===== src/hw/vcd_pkg.sv =====
// Package with register map, reset values and encodings of the video clock detector.
package vcd_pkg;

  // ----------------------------------------------------------------
  // Register map
  // ----------------------------------------------------------------
  localparam int unsigned   ADDR_W           = 5;
  localparam logic [4:0]    COUNT_ENABLE_OFF = 5'h00;
  localparam logic [4:0]    CLOCK_COUNT_OFF  = 5'h08;
  localparam logic [4:0]    DURATION_OFF     = 5'h18;
  localparam int unsigned   ENABLE_BIT       = 0;

  // ----------------------------------------------------------------
  // Reset values
  // ----------------------------------------------------------------
  localparam logic          ENABLE_RST       = 1'h0;
  localparam logic [31:0]   DURATION_RST     = 32'h0000_0000;
  localparam logic [31:0]   CLOCK_COUNT_RST  = 32'h0000_0000;
  localparam logic [31:0]   EVENT_COUNT_RST  = 32'h0000_0000;

  // ----------------------------------------------------------------
  // Bus answers
  // ----------------------------------------------------------------
  localparam logic [1:0]    RESP_OKAY        = 2'h0;
  localparam logic [1:0]    RESP_SLVERR      = 2'h2;

  // ----------------------------------------------------------------
  // Measurement phases, Gray coded along idle, arm, measure, done
  // ----------------------------------------------------------------
  typedef enum logic [1:0]
  {
    VCD_IDLE    = 2'h0,
    VCD_ARM     = 2'h1,
    VCD_MEASURE = 2'h3,
    VCD_DONE    = 2'h2
  } vcd_phase_t;

endpackage : vcd_pkg


===== src/hw/vcd_top.sv =====
// Video clock detector: AXI4-Lite register slave with event window and clock counter.
//
// Notes on behaviour
// - Bit 0 at offset 0x00 enables event counter.
// - Offset 0x18 holds 32-bit duration, reset zero.
// - Event counter restarts from zero at duration.
// - Clock counter counts only in following re-count.
// - Offset 0x08 reads 32-bit clock count, reset zero.
//
// Implementation choice: the AXI4-Lite slave port.
module vcd_top
(
  input  wire logic        aclk,     // Bus clock, 200 MHz.
  input  wire logic        aresetn,  // Synchronous reset, active low.
  input  wire logic        vid_clk,  // Measured video clock, sampled as data.
  input  wire logic [4:0]  awaddr,   // Write address.
  input  wire logic        awvalid,  // Write address valid.
  output logic             awready,  // Write address ready.
  input  wire logic [31:0] wdata,    // Write data.
  input  wire logic [3:0]  wstrb,    // Write byte strobes.
  input  wire logic        wvalid,   // Write data valid.
  output logic             wready,   // Write data ready.
  output logic [1:0]       bresp,    // Write response code.
  output logic             bvalid,   // Write response valid.
  input  wire logic        bready,   // Write response ready.
  input  wire logic [4:0]  araddr,   // Read address.
  input  wire logic        arvalid,  // Read address valid.
  output logic             arready,  // Read address ready.
  output logic [31:0]      rdata,    // Read data.
  output logic [1:0]       rresp,    // Read response code.
  output logic             rvalid,   // Read data valid.
  input  wire logic        rready    // Read data ready.
);

  logic                    awready_ff;
  logic                    wready_ff;
  logic                    bvalid_ff;
  logic [1:0]              bresp_ff;
  logic                    arready_ff;
  logic                    rvalid_ff;
  logic [1:0]              rresp_ff;
  logic [31:0]             rdata_ff;
  logic                    aw_got_ff;
  logic                    w_got_ff;
  logic [4:0]              waddr_ff;
  logic [31:0]             wdata_ff;
  logic [3:0]              wstrb_ff;
  logic                    wr_fire;
  logic                    en_ff;
  logic [31:0]             dur_ff;
  logic [31:0]             evt_cnt_ff;
  logic [31:0]             clk_cnt_ff;
  logic                    evt_wrap;
  logic                    vid_meta_ff;
  logic                    vid_sync_ff;
  logic                    vid_prev_ff;
  logic                    vid_rise;
  vcd_pkg::vcd_phase_t     phase_ff;
  vcd_pkg::vcd_phase_t     nxt_phase;

  // ----------------------------------------------------------------
  // Write channel
  // ----------------------------------------------------------------

  // Address and data are caught independently, so either may come first.
  always_ff @(posedge aclk)
  begin
    if (!aresetn)
    begin
      awready_ff <= 1'b1;
      wready_ff  <= 1'b1;
      aw_got_ff  <= 1'b0;
      w_got_ff   <= 1'b0;
      waddr_ff   <= 5'h00;
      wdata_ff   <= 32'h0000_0000;
      wstrb_ff   <= 4'h0;
    end
    else
    begin
      if (awvalid && awready_ff)
      begin
        aw_got_ff  <= 1'b1;
        awready_ff <= 1'b0;
        waddr_ff   <= awaddr;
      end
      if (wvalid && wready_ff)
      begin
        w_got_ff  <= 1'b1;
        wready_ff <= 1'b0;
        wdata_ff  <= wdata;
        wstrb_ff  <= wstrb;
      end
      if (bvalid_ff && bready)
      begin
        aw_got_ff  <= 1'b0;
        w_got_ff   <= 1'b0;
        awready_ff <= 1'b1;
        wready_ff  <= 1'b1;
      end
    end
  end

  // A write commits once both halves are held and no answer is pending.
  assign wr_fire = aw_got_ff && w_got_ff && !bvalid_ff;

  // Only the two writable words answer OKAY; the count word is read only.
  always_ff @(posedge aclk)
  begin
    if (!aresetn)
    begin
      bvalid_ff <= 1'b0;
      bresp_ff  <= vcd_pkg::RESP_OKAY;
    end
    else if (wr_fire)
    begin
      bvalid_ff <= 1'b1;
      bresp_ff  <= (waddr_ff[4:2] == vcd_pkg::COUNT_ENABLE_OFF[4:2] ||
                    waddr_ff[4:2] == vcd_pkg::DURATION_OFF[4:2]) ?
                   vcd_pkg::RESP_OKAY : vcd_pkg::RESP_SLVERR;
    end
    else if (bvalid_ff && bready)
    begin
      bvalid_ff <= 1'b0;
    end
  end

  // ----------------------------------------------------------------
  // Control registers
  // ----------------------------------------------------------------

  // The enable lives in the lowest byte, so only strobe 0 matters.
  always_ff @(posedge aclk)
  begin
    if (!aresetn)
      en_ff <= vcd_pkg::ENABLE_RST;
    else if (wr_fire && waddr_ff[4:2] == vcd_pkg::COUNT_ENABLE_OFF[4:2] && wstrb_ff[0])
      en_ff <= wdata_ff[vcd_pkg::ENABLE_BIT];
  end

  // The duration honours each byte strobe separately.
  generate
    for (genvar b = 0; b < 4; b++)
    begin : g_dur_byte
      always_ff @(posedge aclk)
      begin
        if (!aresetn)
          dur_ff[8*b +: 8] <= vcd_pkg::DURATION_RST[8*b +: 8];
        else if (wr_fire && waddr_ff[4:2] == vcd_pkg::DURATION_OFF[4:2] && wstrb_ff[b])
          dur_ff[8*b +: 8] <= wdata_ff[8*b +: 8];
      end
    end
  endgenerate

  // ----------------------------------------------------------------
  // Read channel
  // ----------------------------------------------------------------

  // Reads answer one cycle after the address is taken; unmapped words give SLVERR.
  always_ff @(posedge aclk)
  begin
    if (!aresetn)
    begin
      arready_ff <= 1'b1;
      rvalid_ff  <= 1'b0;
      rresp_ff   <= vcd_pkg::RESP_OKAY;
      rdata_ff   <= 32'h0000_0000;
    end
    else if (arvalid && arready_ff)
    begin
      arready_ff <= 1'b0;
      rvalid_ff  <= 1'b1;
      rresp_ff   <= vcd_pkg::RESP_OKAY;
      unique case (araddr[4:2])
        vcd_pkg::COUNT_ENABLE_OFF[4:2]: rdata_ff <= {31'h0000_0000, en_ff};
        vcd_pkg::CLOCK_COUNT_OFF[4:2]:  rdata_ff <= clk_cnt_ff;
        vcd_pkg::DURATION_OFF[4:2]:     rdata_ff <= dur_ff;
        default:
        begin
          rdata_ff <= 32'h0000_0000;
          rresp_ff <= vcd_pkg::RESP_SLVERR;
        end
      endcase
    end
    else if (rvalid_ff && rready)
    begin
      rvalid_ff  <= 1'b0;
      arready_ff <= 1'b1;
    end
  end

  // ----------------------------------------------------------------
  // Video clock sampling
  // ----------------------------------------------------------------

  // Two stages tame metastability; the video clock must stay below half of aclk.
  always_ff @(posedge aclk)
  begin
    if (!aresetn)
    begin
      vid_meta_ff <= 1'b0;
      vid_sync_ff <= 1'b0;
      vid_prev_ff <= 1'b0;
    end
    else
    begin
      vid_meta_ff <= vid_clk;
      vid_sync_ff <= vid_meta_ff;
      vid_prev_ff <= vid_sync_ff;
    end
  end

  assign vid_rise = vid_sync_ff && !vid_prev_ff;

  // ----------------------------------------------------------------
  // Event window and measurement phase
  // ----------------------------------------------------------------

  assign evt_wrap = en_ff && (evt_cnt_ff == dur_ff);

  // The event counter ticks on aclk, wraps at the duration and keeps going.
  always_ff @(posedge aclk)
  begin
    if (!aresetn || !en_ff)
      evt_cnt_ff <= vcd_pkg::EVENT_COUNT_RST;
    else if (evt_wrap)
      evt_cnt_ff <= 32'h0000_0000;
    else
      evt_cnt_ff <= evt_cnt_ff + 32'h0000_0001;
  end

  // The first window only aligns; the next one measures, then the result is held.
  always_comb
  begin
    nxt_phase = phase_ff;
    unique case (phase_ff)
      vcd_pkg::VCD_IDLE:    if (en_ff) nxt_phase = vcd_pkg::VCD_ARM;
      vcd_pkg::VCD_ARM:     if (evt_wrap) nxt_phase = vcd_pkg::VCD_MEASURE;
      vcd_pkg::VCD_MEASURE: if (evt_wrap) nxt_phase = vcd_pkg::VCD_DONE;
      vcd_pkg::VCD_DONE:    nxt_phase = vcd_pkg::VCD_DONE;
    endcase
    if (!en_ff)
      nxt_phase = vcd_pkg::VCD_IDLE;
  end

  always_ff @(posedge aclk)
  begin
    if (!aresetn)
      phase_ff <= vcd_pkg::VCD_IDLE;
    else
      phase_ff <= nxt_phase;
  end

  // The clock counter clears while armed and counts only in the re-count window.
  always_ff @(posedge aclk)
  begin
    if (!aresetn)
      clk_cnt_ff <= vcd_pkg::CLOCK_COUNT_RST;
    else if (phase_ff == vcd_pkg::VCD_ARM)
      clk_cnt_ff <= 32'h0000_0000;
    else if (phase_ff == vcd_pkg::VCD_MEASURE && vid_rise)
      clk_cnt_ff <= clk_cnt_ff + 32'h0000_0001;
  end

  assign awready = awready_ff;
  assign wready  = wready_ff;
  assign bvalid  = bvalid_ff;
  assign bresp   = bresp_ff;
  assign arready = arready_ff;
  assign rvalid  = rvalid_ff;
  assign rresp   = rresp_ff;
  assign rdata   = rdata_ff;
endmodule : vcd_top

===== config.mk =====
export PLATFORM = sky130hd
export DESIGN_NAME = vcd_top
export DESIGN_NICKNAME = d
export VERILOG_FILES = /design/src/hw/vcd_pkg.sv /design/src/hw/vcd_top.sv
export SDC_FILE = /design/constraint.sdc
export NUM_CORES = 1
export LEC_CHECK = 0
export BUFFER_PORTS_ARGS = -buffer_cell sky130_fd_sc_hd__buf_2
export CAP_MARGIN = 15
export CORE_MARGIN = 5
export CORE_UTILIZATION = 40
export DETAILED_ROUTE_END_ITERATION = 16
export GPL_TIMING_DRIVEN = 0
export RECOVER_POWER = 100
export SLEW_MARGIN = 20
export SYNTH_ARGS = -nofsm -noshare
export SYNTH_HDL_FRONTEND = slang
export SYNTH_SLANG_ARGS = --single-unit

===== constraint.sdc =====
create_clock -name aclk -period 2.25 [get_ports aclk]
set_input_delay 0.1125 -clock aclk [delete_from_list [all_inputs] [get_ports aclk]]
set_output_delay 0.1125 -clock aclk [all_outputs]
set_load 0.01 [all_outputs]

-- Word-level counts from Yosys, hierarchy flattened
Index checks and enable logic that the tools add are counted.
- add/sub/neg operators: 2
- eq/ne operators: 9
- mux-type cells: 12
- bitwise logic cells: 1
- reduce and logical (&&, ||, !) cells: 34
- operators by type and width (cell ; count):
    $pmux 32 s3 ; 1
    $add 32x1->32 const B ; 2
    $eq 32x32->1 ; 1
    $logic_and 1x1->1 ; 17
    $mux 2 ; 4
    $pmux 2 s4 ; 1
    $eq 3x3->1 const B ; 2
    $logic_not 3->1 ; 2
    $mux 1 ; 6
    $reduce_or 2->1 ; 3
    $eq 2x2->1 const B ; 2
    $logic_not 1->1 ; 4
    $ne 2x2->1 const B ; 2
    $reduce_and 2->1 ; 2
    $reduce_bool 2->1 ; 2
    $eq 3x2->1 const B ; 1
    $reduce_or 3->1 ; 1
    $eq 2x1->1 const B ; 1
    $logic_not 2->1 ; 1
    $logic_or 1x1->1 ; 2
    $not 1->1 ; 1
- flip-flop bits (word level): 186
- input bits: 54
- output and inout port bits: 41
- logic and storage cells: 82

-- Longest topological paths before layout
Gate-level depths: netlist of run 1.
- depth after elaboration: 4
- depth in mapped cells: 7
- mapped depth without buffers: 6

-- Least setup slack after synthesis of run 1
No wires, ideal clock.
- path type: register -> register
- start point: register evt_cnt_ff[7]
- end point: register evt_cnt_ff[31]
- setup time: 114 ps
- arrival: 1959 ps
- path slack: 177 ps
- cell stages (with the launch flop): 7
- buffers on the path: 1
- cells stage by stage: dfxtp_1 > clkbuf_2 > nand4_1 > nor4_1 > nand3_1 > mux2i_1 > a2111oi_0
- cells in the longest elaborated chain, start to end: 3
- elaborated cells on any way between the ends: 4
- ends and longest elaborated chain (item ; RTL line ; source):
    from (decl) ; vcd_top.sv:51 ; logic [31:0] evt_cnt_ff;
    from (signal assigned) ; vcd_top.sv:224 ; evt_cnt_ff <= vcd_pkg::EVENT_COUNT_RST;
    from (signal assigned) ; vcd_top.sv:228 ; evt_cnt_ff <= evt_cnt_ff + 32'h0000_0001;
    parallel branches: the longest is 3 deep, another holds $add 32x1->32 ; - ;
Parallel ways; which one is timed is not known.
A chain may end at the register's enable or synchronous reset.

-- Worst setup path in the final report of run 1
- start point: register evt_cnt_ff[14]
- end point: register evt_cnt_ff[31]
Same word-level chain as after synthesis.

==> results of run 1 <==
-- area by class of cell --
class	count	area, µm²	share of cell area
buffer	58	234	0.0237
clock buffer	19	453	0.0460
clock inverter	13	193	0.0195
inverter	18	67.6	0.00685
multi-input combinational	690	4090	0.415
sequential	182	3640	0.370
tap	265	332	0.0336
timing repair buffer	134	847	0.0859
-- where the power goes --
part	total [W]	internal (W)	switching [W]
clock network	0.00325	0.00194	0.00131
registers	0.00331	0.00328	0.0000335
logic	0.000359	0.000152	0.000206
-- timing repair --
action | in CTS | in global routing
hold buffers | 43 | 0
endpoints found under the hold margin | 45 | 0
gates resized for setup | 6 | 10
buffers inserted | 0 | 4
endpoints found under the setup margin | 31 | 48
pin swaps | 0 | 5
-- critical path, cell delays in order, from the launching register on --
cell	delay, ns
dfxtp_1	0.31
clkbuf_1	0.26
nand4_1	0.27
nor4_4	0.32
buf_4	0.19
nand3_1	0.14
mux2i_1	0.15
a2111oi_0	0.40
-- routing by layer --
layer / GRT usage / wire length, µm / vias to the layer above
met2: 0.320 / 10300 / 139
met5: 0 / 0 / -
met1: 0.264 / 10400 / 3289
met4: 0.0535 / 326 / 0
li1: - / - / 3560
met3: 0.0413 / 886 / 23
-- registers in the layout (all words and copies together), names as in the netlist, 2 cells and up --
name	count
waddr_ff	3
rdata	32
clk_cnt_ff	32
phase_ff	2
wstrb_ff	4
dur_ff	32
evt_cnt_ff	32
wdata_ff	32
-- synthesized netlist by cell type (2+ instances only) --
cell type,number
dfxtp_1,182
nand2_1,168
a21boi_0,72
nand3_1,62
clkbuf_1,52
nor2_1,44
xor2_1,44
o21ai_0,42
and2_1,41
nor3_1,37
xnor2_1,36
a22oi_1,32
nor4_1,24
nand4_1,19
inv_1,18
a21oi_1,14
or3_1,9
mux2i_1,7
and4_1,5
and3_1,4
buf_1,3
nor2b_1,3
or2_2,3
buf_4,2
ha_1,2
nand2b_1,2
or4_4,2
-- cell usage in the layout, fill, tap and decap left out, drive strengths merged, types with 2 or more instances in the layout --
master and count:
dlygate4sd3 43, and4 5, a22oi 32, xor2 44, a21boi 72, conb 2
and2 41, nor2b 3, xnor2 36, clkbuf 112, mux2i 7, ha 2
inv 22, bufinv 4, nor2 44, clkinv 4, nand3 62, nor4 24
nor3 38, nand2b 2, or3 9, or2 3, nand4 20, buf 56
dfxtp 182, or4 2, and3 4, o21ai 43, a21oi 14, a2111oi 2
nand2 168
-- per-stage QoR --
stage                     setup WS, ns  power [W]  std cells  instance area [µm²]  TNS, ns
final                           0.0917    0.00692       1379                 9860        0
after global routing           -0.0402    0.00717       1379                 9860  -0.0402
after global placement          -0.427    0.00368       1301                 8740   -12.04
after floorplan                  0.177    0.00355        949                 7970        0
after CTS                       0.0276    0.00698       1376                 9850        0
after detailed placement        -0.440    0.00369       1301                 8750    -7.33
-- worst min-delay path by stage --
stage	endpoint	slack, ns	depth (start not counted)
3_5_place_dp	wready	0.33	2
6_report	aw_got_ff	0.02	4
5_1_grt	aw_got_ff	0.04	4
4_1_cts	aw_got_ff	0.004	4
3_3_place_gp	wready	0.33	2
2_1_floorplan	awready	0.21	1
-- kinds of logic after synthesis --
family / share of synthesized area
adder cells (fa/ha/maj): 0.00314
buffers and inverters: 0.0375
multiplexers: 0.00879
other: 0.000471
AND/OR/NAND/NOR: 0.261
XOR/XNOR: 0.0879
AO/OA/AOI/OAI: 0.144
flip-flops: 0.457
==> results.cfg, run 1 <==
[logic_synthesis]
yosysTopAreaCell = dfxtp_1
synth_edf_count = 0
ys_warn_count = 0
synthCells = 948
async_reset_ff_frac = 0
dominantRegCellSynth = dfxtp_1
synth-seq-area-share = 0.457
yosysTopAreaCellShare = 0.457
synthDistinctLibCells = 46
synth_area_leaders = dfxtp_1 (46%), nand2_1 (7.9%), a21boi_0 (6.8%), xor2_1 (4.8%), xnor2_1 (4.0%)
synth_area_um2 = 7970
synth_seq_cells = 182
synth.avg_cell_area_um2 = 8.41

[routing]
viasPerCell = 5.08
vias = 7011
dr.pass1.iters = 5
wl_um = 22000
wire_per_inst_um = 15.9
dr.first_iter.drc_count = 343
ant_nets = 0
drcViolationCount = 0

[sta]
worstMarginPinSlew_ns = 0.710
holdWs_ns = 0.0230
finalMaxSlewViolations = 0
period_share = 0.959
slew_headroom = 0.522
finalHoldViolations = 0
finalSetupViolCount = 0
fmax_mhz = 463
finalCriticalPeriod_ns = 2.16
worst_clock_skew_ns = 0.0146

[global_route]
grt.total_usage = 0.196
grt_max_degree = 17
grt_pass1_wl_um = 35000
grt_overflow = 0
antenna_found_initial = 0
grt_pass1_vias = 6656

[placement]
port_buffers = 87
gp_congestion = 0.839
dp_hpwl_um = 16200

[cts]
root_buffer = clkbuf_16
clock_sinks = 182
clk_pin_slew_ns = 0.07
cts_tree = yes
clkLatencyLatePin_ns = 0.44
clockBufferDepth = 2
htree_levels = 4
cts_buffers = 17

[worst_setup_path]
start_kind = register
worstPathRequired_ns = 2.55
criticalPathCategory = reg -> reg
crit_path_end_kind = register
crit_start = evt_cnt_ff[14]
rr_endpoint = evt_cnt_ff[31]
r2r_cells = 7
r2r-start = evt_cnt_ff[14]
worstPathMaxFanout = 7
endpoint = evt_cnt_ff[31]
cp.arrival_ns = 2.46
ff2ff_setup_slack_ns = 0.09

[hold_path]
hp-start = bready
worstHoldPathType = in -> reg

[final_layout]
fin_nets = 1157
final_util = 0.505
drive_gt1_frac = 0.0961
area_growth_pct = 23.7
antenna_cells = 0
fill_cells = 1970

[floorplan]
initial_core_util = 0.408
core_um2 = 19500
die_area_um2 = 22800
fp.dieW_um = 151
dieHeight_um = 151
boundaryPins = 95
rows = 51

[run_status]
outcome = finished clean

[flow_run]
cap_violations = 0

[power_and_ir_drop]
powerDensity_nw_per_um2 = 702
ir_worst_vdd_uv = 561
p_leak_nw = 3.46
(Power assumes the default switching activity.)
==> run 2: changes to the inputs <==
==> constraint.sdc (replaced) <==
create_clock -name aclk -period 2.25 [get_ports aclk]
set_input_delay 0.675 -clock aclk [delete_from_list [all_inputs] [get_ports aclk]]
set_output_delay 0.675 -clock aclk [all_outputs]
set_load 0.01 [all_outputs]
==> run 2 against run 1 <==
Global-route usage fell by 0.36 points; final area fell by 4.4%; power fell by 0.84%; die area did not move; clock power barely moved; fmax fell by 0.19%; cell count fell by 3.1%; clock-buffer cell count did not move; setup slack got worse by 0.0042 ns; register-to-register slack barely moved; via count fell by 2.1%; critical path type unchanged.
==> results.cfg, run 2 (synthesis results as in run 1) <==
[sta]
finalWorstSetupSlack_ns = 0.0875
finalCriticalPeriod_ns = 2.16
holdWs_ns = 0.440
finalMaxSlewViolations = 0
worst_clock_skew_ns = 0.0151
finalHoldViolations = 0
fmax_mhz = 462
slew_headroom = 0.507
finalSetupViolCount = 0
worstMarginPinSlew_ns = 0.732
period_share = 0.961

[routing]
ant_nets = 0
wire_per_inst_um = 16.1
dr.pass1.iters = 5
wl_um = 21500
dr.first_iter.drc_count = 321
drcViolationCount = 0
viasPerCell = 5.14
vias = 6864

[cts]
clkLatencyLatePin_ns = 0.44
root_buffer = clkbuf_16
cts_tree = yes
cts_buffers = 17
htree_levels = 4
holdBufCountCts = 0
clock_sinks = 182
clockBufferDepth = 2
clk_pin_slew_ns = 0.07

[worst_setup_path]
criticalPathCategory = reg -> reg
start_kind = register
cp_num_buf_inv = 2
worstPathRequired_ns = 2.55
slowest_stage = a2111oi_0
worstPathCellList = clkbuf_1 > nand4_1 > nor4_4 > buf_4 > nand3_1 > mux2i_1 > a2111oi_0
crit_path_end_kind = register
cpPeakStageDelay_ns = 0.39
cp_top_family = simple AND/OR/NAND/NOR gates
cp.arrival_ns = 2.46
worstPathMaxFanout = 7

[power_and_ir_drop]
combPwrFrac = 0.043
clock_power_share = 0.474
p_leak_nw = 3.28
ir_worst_vdd_uv = 561
powerDensity_nw_per_um2 = 728
switchingPower_w = 0.00154
p_int_w = 0.00532
total_power_w = 0.00686
swShare = 0.225
pwr-share-seq = 0.482

[run_status]
outcome = finished clean

[placement]
pre_cts_ws_ns = -0.440
placed_area_um2 = 8750
port_buffers = 87
dp_hpwl_um = 16200
gp_congestion = 0.839
placed_cells_incl_taps = 1301

[floorplan]
dieHeight_um = 151
boundaryPins = 95
core_um2 = 19500
initial_core_util = 0.408
rows = 51
fp.dieW_um = 151
die_area_um2 = 22800

[final_layout]
fin_area_um2 = 9430
area_growth_pct = 18.3
mostFrequentLayoutCells = dfxtp_1 (181), nand2_1 (168), clkbuf_1 (90)
antenna_cells = 0
drive_gt1_frac = 0.0990
final_common_cell = dfxtp_1
fin_nets = 1114
instances_no_fill = 1336

[global_route]
grt_max_degree = 17
grt_pass1_vias = 6482
grt.total_usage = 0.193
grt_overflow = 0
antenna_found_initial = 0
grt_pass1_wl_um = 34300

[flow_run]
cap_violations = 0

[hold_path]
worstHoldPathType = in -> reg
## run 2: path summary, 6_finish.rpt
check,startpoint,endpoint,slack (ns),cells after the start
setup / recovery,evt_cnt_ff[14],evt_cnt_ff[31],0.09,7
hold reg to reg,vid_meta_ff,vid_sync_ff,0.44,1
hold / removal,wvalid,wready,0.44,2
setup reg to reg,evt_cnt_ff[14],evt_cnt_ff[31],0.09,7
## run 2: power by group through the flow
stage	Clock, W	Sequential, W	Combinational, W
2_1_floorplan	0	0.00338	0.000171
3_3_place_gp	0	0.00338	0.000301
3_5_place_dp	0	0.00338	0.000303
4_1_cts	0.00331	0.00331	0.000304
5_1_grt	0.00346	0.00331	0.000340
6_report	0.00325	0.00331	0.000298
## run 2: final cells by class
class                   instances  area (µm²)
clock inverters                13         193
flip-flops and latches        182        3640
inverters                      18        67.6
clock buffers                  19         453
fillers                      2019       10100
well taps                     265         332
multi-input cells             690        4090
plain buffers                  58         234
repair buffers                 91         415
## run 2: timing repair
item	CTS	global route
resized for setup	6	10
setup endpoints to repair	31	48
pin swaps	0	5
setup buffers	0	4
## run 2: stage by stage
| stage | util | setup TNS (ns) |
|---|---|---|
| floorplan | - | 0 |
| CTS | 0.482 | 0 |
| finish | 0.483 | 0 |
| global route | 0.483 | -0.0402 |
| global placement | 0.448 | -19.66 |
| detailed placement | 0.448 | -11.76 |
## run 2: layer usage
layer / part of all wire / GRT usage / wire (µm) / up-vias
met5: 0 / 0 / 0 / -
met4: 0.014 / 0.0535 / 312 / 0
met3: 0.042 / 0.0416 / 904 / 18
met2: 0.47 / 0.308 / 10100 / 151
met1: 0.48 / 0.263 / 10300 / 3216
li1: - / - / - / 3479
==> run 3: changes to the inputs <==
==> constraint.sdc (replaced) <==
create_clock -name aclk -period 2.7 [get_ports aclk]
set_input_delay 0.54 -clock aclk [delete_from_list [all_inputs] [get_ports aclk]]
set_output_delay 0.54 -clock aclk [all_outputs]
set_load 0.01 [all_outputs]
==> run 3 against run 2 <==
Wire length decreased by 0.72%; hold slack got worse by 0.14 ns; non-clock buffer count decreased by 3; clock power decreased by 17%; die area unchanged; fmax decreased by 9.8%; global-route usage about the same; critical path type unchanged.
==> results.cfg, run 3 (synthesis results as in run 1) <==
[worst_setup_path]
cp.arrival_ns = 2.70
worstPathRequired_ns = 3.00
crit_path_end_kind = register
criticalPathCategory = reg -> reg
worstPathMaxFanout = 7
start_kind = register

[routing]
drcViolationCount = 0
dr.pass1.iters = 5
ant_nets = 0
wire_per_inst_um = 16.0
viasPerCell = 5.12
dr.first_iter.drc_count = 350
vias = 6824
wl_um = 21400

[power_and_ir_drop]
p_leak_nw = 3.21
clock_power_share = 0.474
powerDensity_nw_per_um2 = 612
combPwrFrac = 0.043
pwr-share-seq = 0.482
switchingPower_w = 0.00129
swShare = 0.225
p_int_w = 0.00443
ir_worst_vdd_uv = 470

[run_status]
outcome = finished clean

[cts]
cts_tree = yes
root_buffer = clkbuf_16
clk_pin_slew_ns = 0.07
clkLatencyLatePin_ns = 0.44
holdBufCountCts = 0
cts_buffers = 17
post-cts-setup-buffers = 0
htree_levels = 4
clockBufferDepth = 2
clock_sinks = 182

[floorplan]
die_area_um2 = 22800
core_um2 = 19500
initial_core_util = 0.408
dieHeight_um = 151
fp.dieW_um = 151
boundaryPins = 95
rows = 51

[global_route]
grt_overflow = 0
antenna_found_initial = 0
grt.total_usage = 0.192
grt_max_degree = 17
grt_pass1_vias = 6478
grt_pass1_wl_um = 34300

[final_layout]
drive_gt1_frac = 0.0861
final_common_cell = dfxtp_1
area_growth_pct = 17.1
fin_nets = 1111
mostFrequentLayoutCells = dfxtp_1 (182), nand2_1 (168), clkbuf_1 (95)
antenna_cells = 0
instances_no_fill = 1333

[sta]
finalHoldViolations = 0
period_share = 0.888
finalMaxSlewViolations = 0
fmax_mhz = 417
holdWs_ns = 0.304
rsz0062_at_grt = no
worstMarginPinSlew_ns = 0.714
setup_tns_ns = 0
worst_clock_skew_ns = 0.0137
finalSetupViolCount = 0
finalCriticalPeriod_ns = 2.40
slew_headroom = 0.520

[hold_path]
worstHoldPathType = in -> reg

[placement]
placed_cells_incl_taps = 1301
dp_hpwl_um = 16200
port_buffers = 87
gp_congestion = 0.839

[flow_run]
cap_violations = 0
run 3: cell type report:
class	instances	area (µm²)
plain buffers	59	230
clock buffers	19	453
clock inverters	13	193
fillers	2031	10200
inverters	18	67.6
multi-input cells	690	4030
flip-flops and latches	182	3640
well taps	265	332
repair buffers	87	385
run 3: critical path: stages (launching register included):
cell and delay (ns):
dfxtp_1 0.31, clkbuf_2 0.17, nand4_1 0.23, nor4_2 0.70
nand3_1 0.26, mux2i_1 0.17, a2111oi_0 0.40
run 3: power groups by stage:
stage	Combinational (W)	Clock [W]	Sequential (W)
after floorplan	0.000143	0	0.00281
after global placement	0.000251	0	0.00282
after detailed placement	0.000252	0	0.00282
after CTS	0.000253	0.00276	0.00276
after global routing	0.000283	0.00288	0.00276
final	0.000248	0.00271	0.00276
run 3: repair_timing:
item	CTS	global route
pin swaps	0	0
resized for setup	1	1
gates cloned	0	0
endpoints found under the setup margin	1	26
run 3: worst paths after layout:
check,from,end,depth (start not counted),slack (ns)
max,evt_cnt_ff[7],evt_cnt_ff[31],6,0.30
min,wvalid,wready,2,0.30
max reg2reg,evt_cnt_ff[7],evt_cnt_ff[31],6,0.30
min reg2reg,vid_meta_ff,vid_sync_ff,1,0.44
run 3: routing by layer:
metal	up-vias	part of all wire	global-route usage
li1	3478	-	-
met1	3174	0.48	0.263
met2	144	0.46	0.306
met3	28	0.043	0.0434
met4	0	0.017	0.0562
met5	-	0	0
run 3: stage by stage:
step | util | cell area (µm²) | setup slack, ns | power [W]
6_report | 0.478 | 9340 | 0.302 | 0.00572
5_1_grt | 0.478 | 9340 | 0.134 | 0.00593
4_1_cts | 0.481 | 9400 | 0.175 | 0.00577
3_5_place_dp | 0.448 | 8750 | 0.00959 | 0.00307
3_3_place_gp | 0.448 | 8740 | 0.0233 | 0.00307
2_1_floorplan | - | 7970 | 0.627 | 0.00296
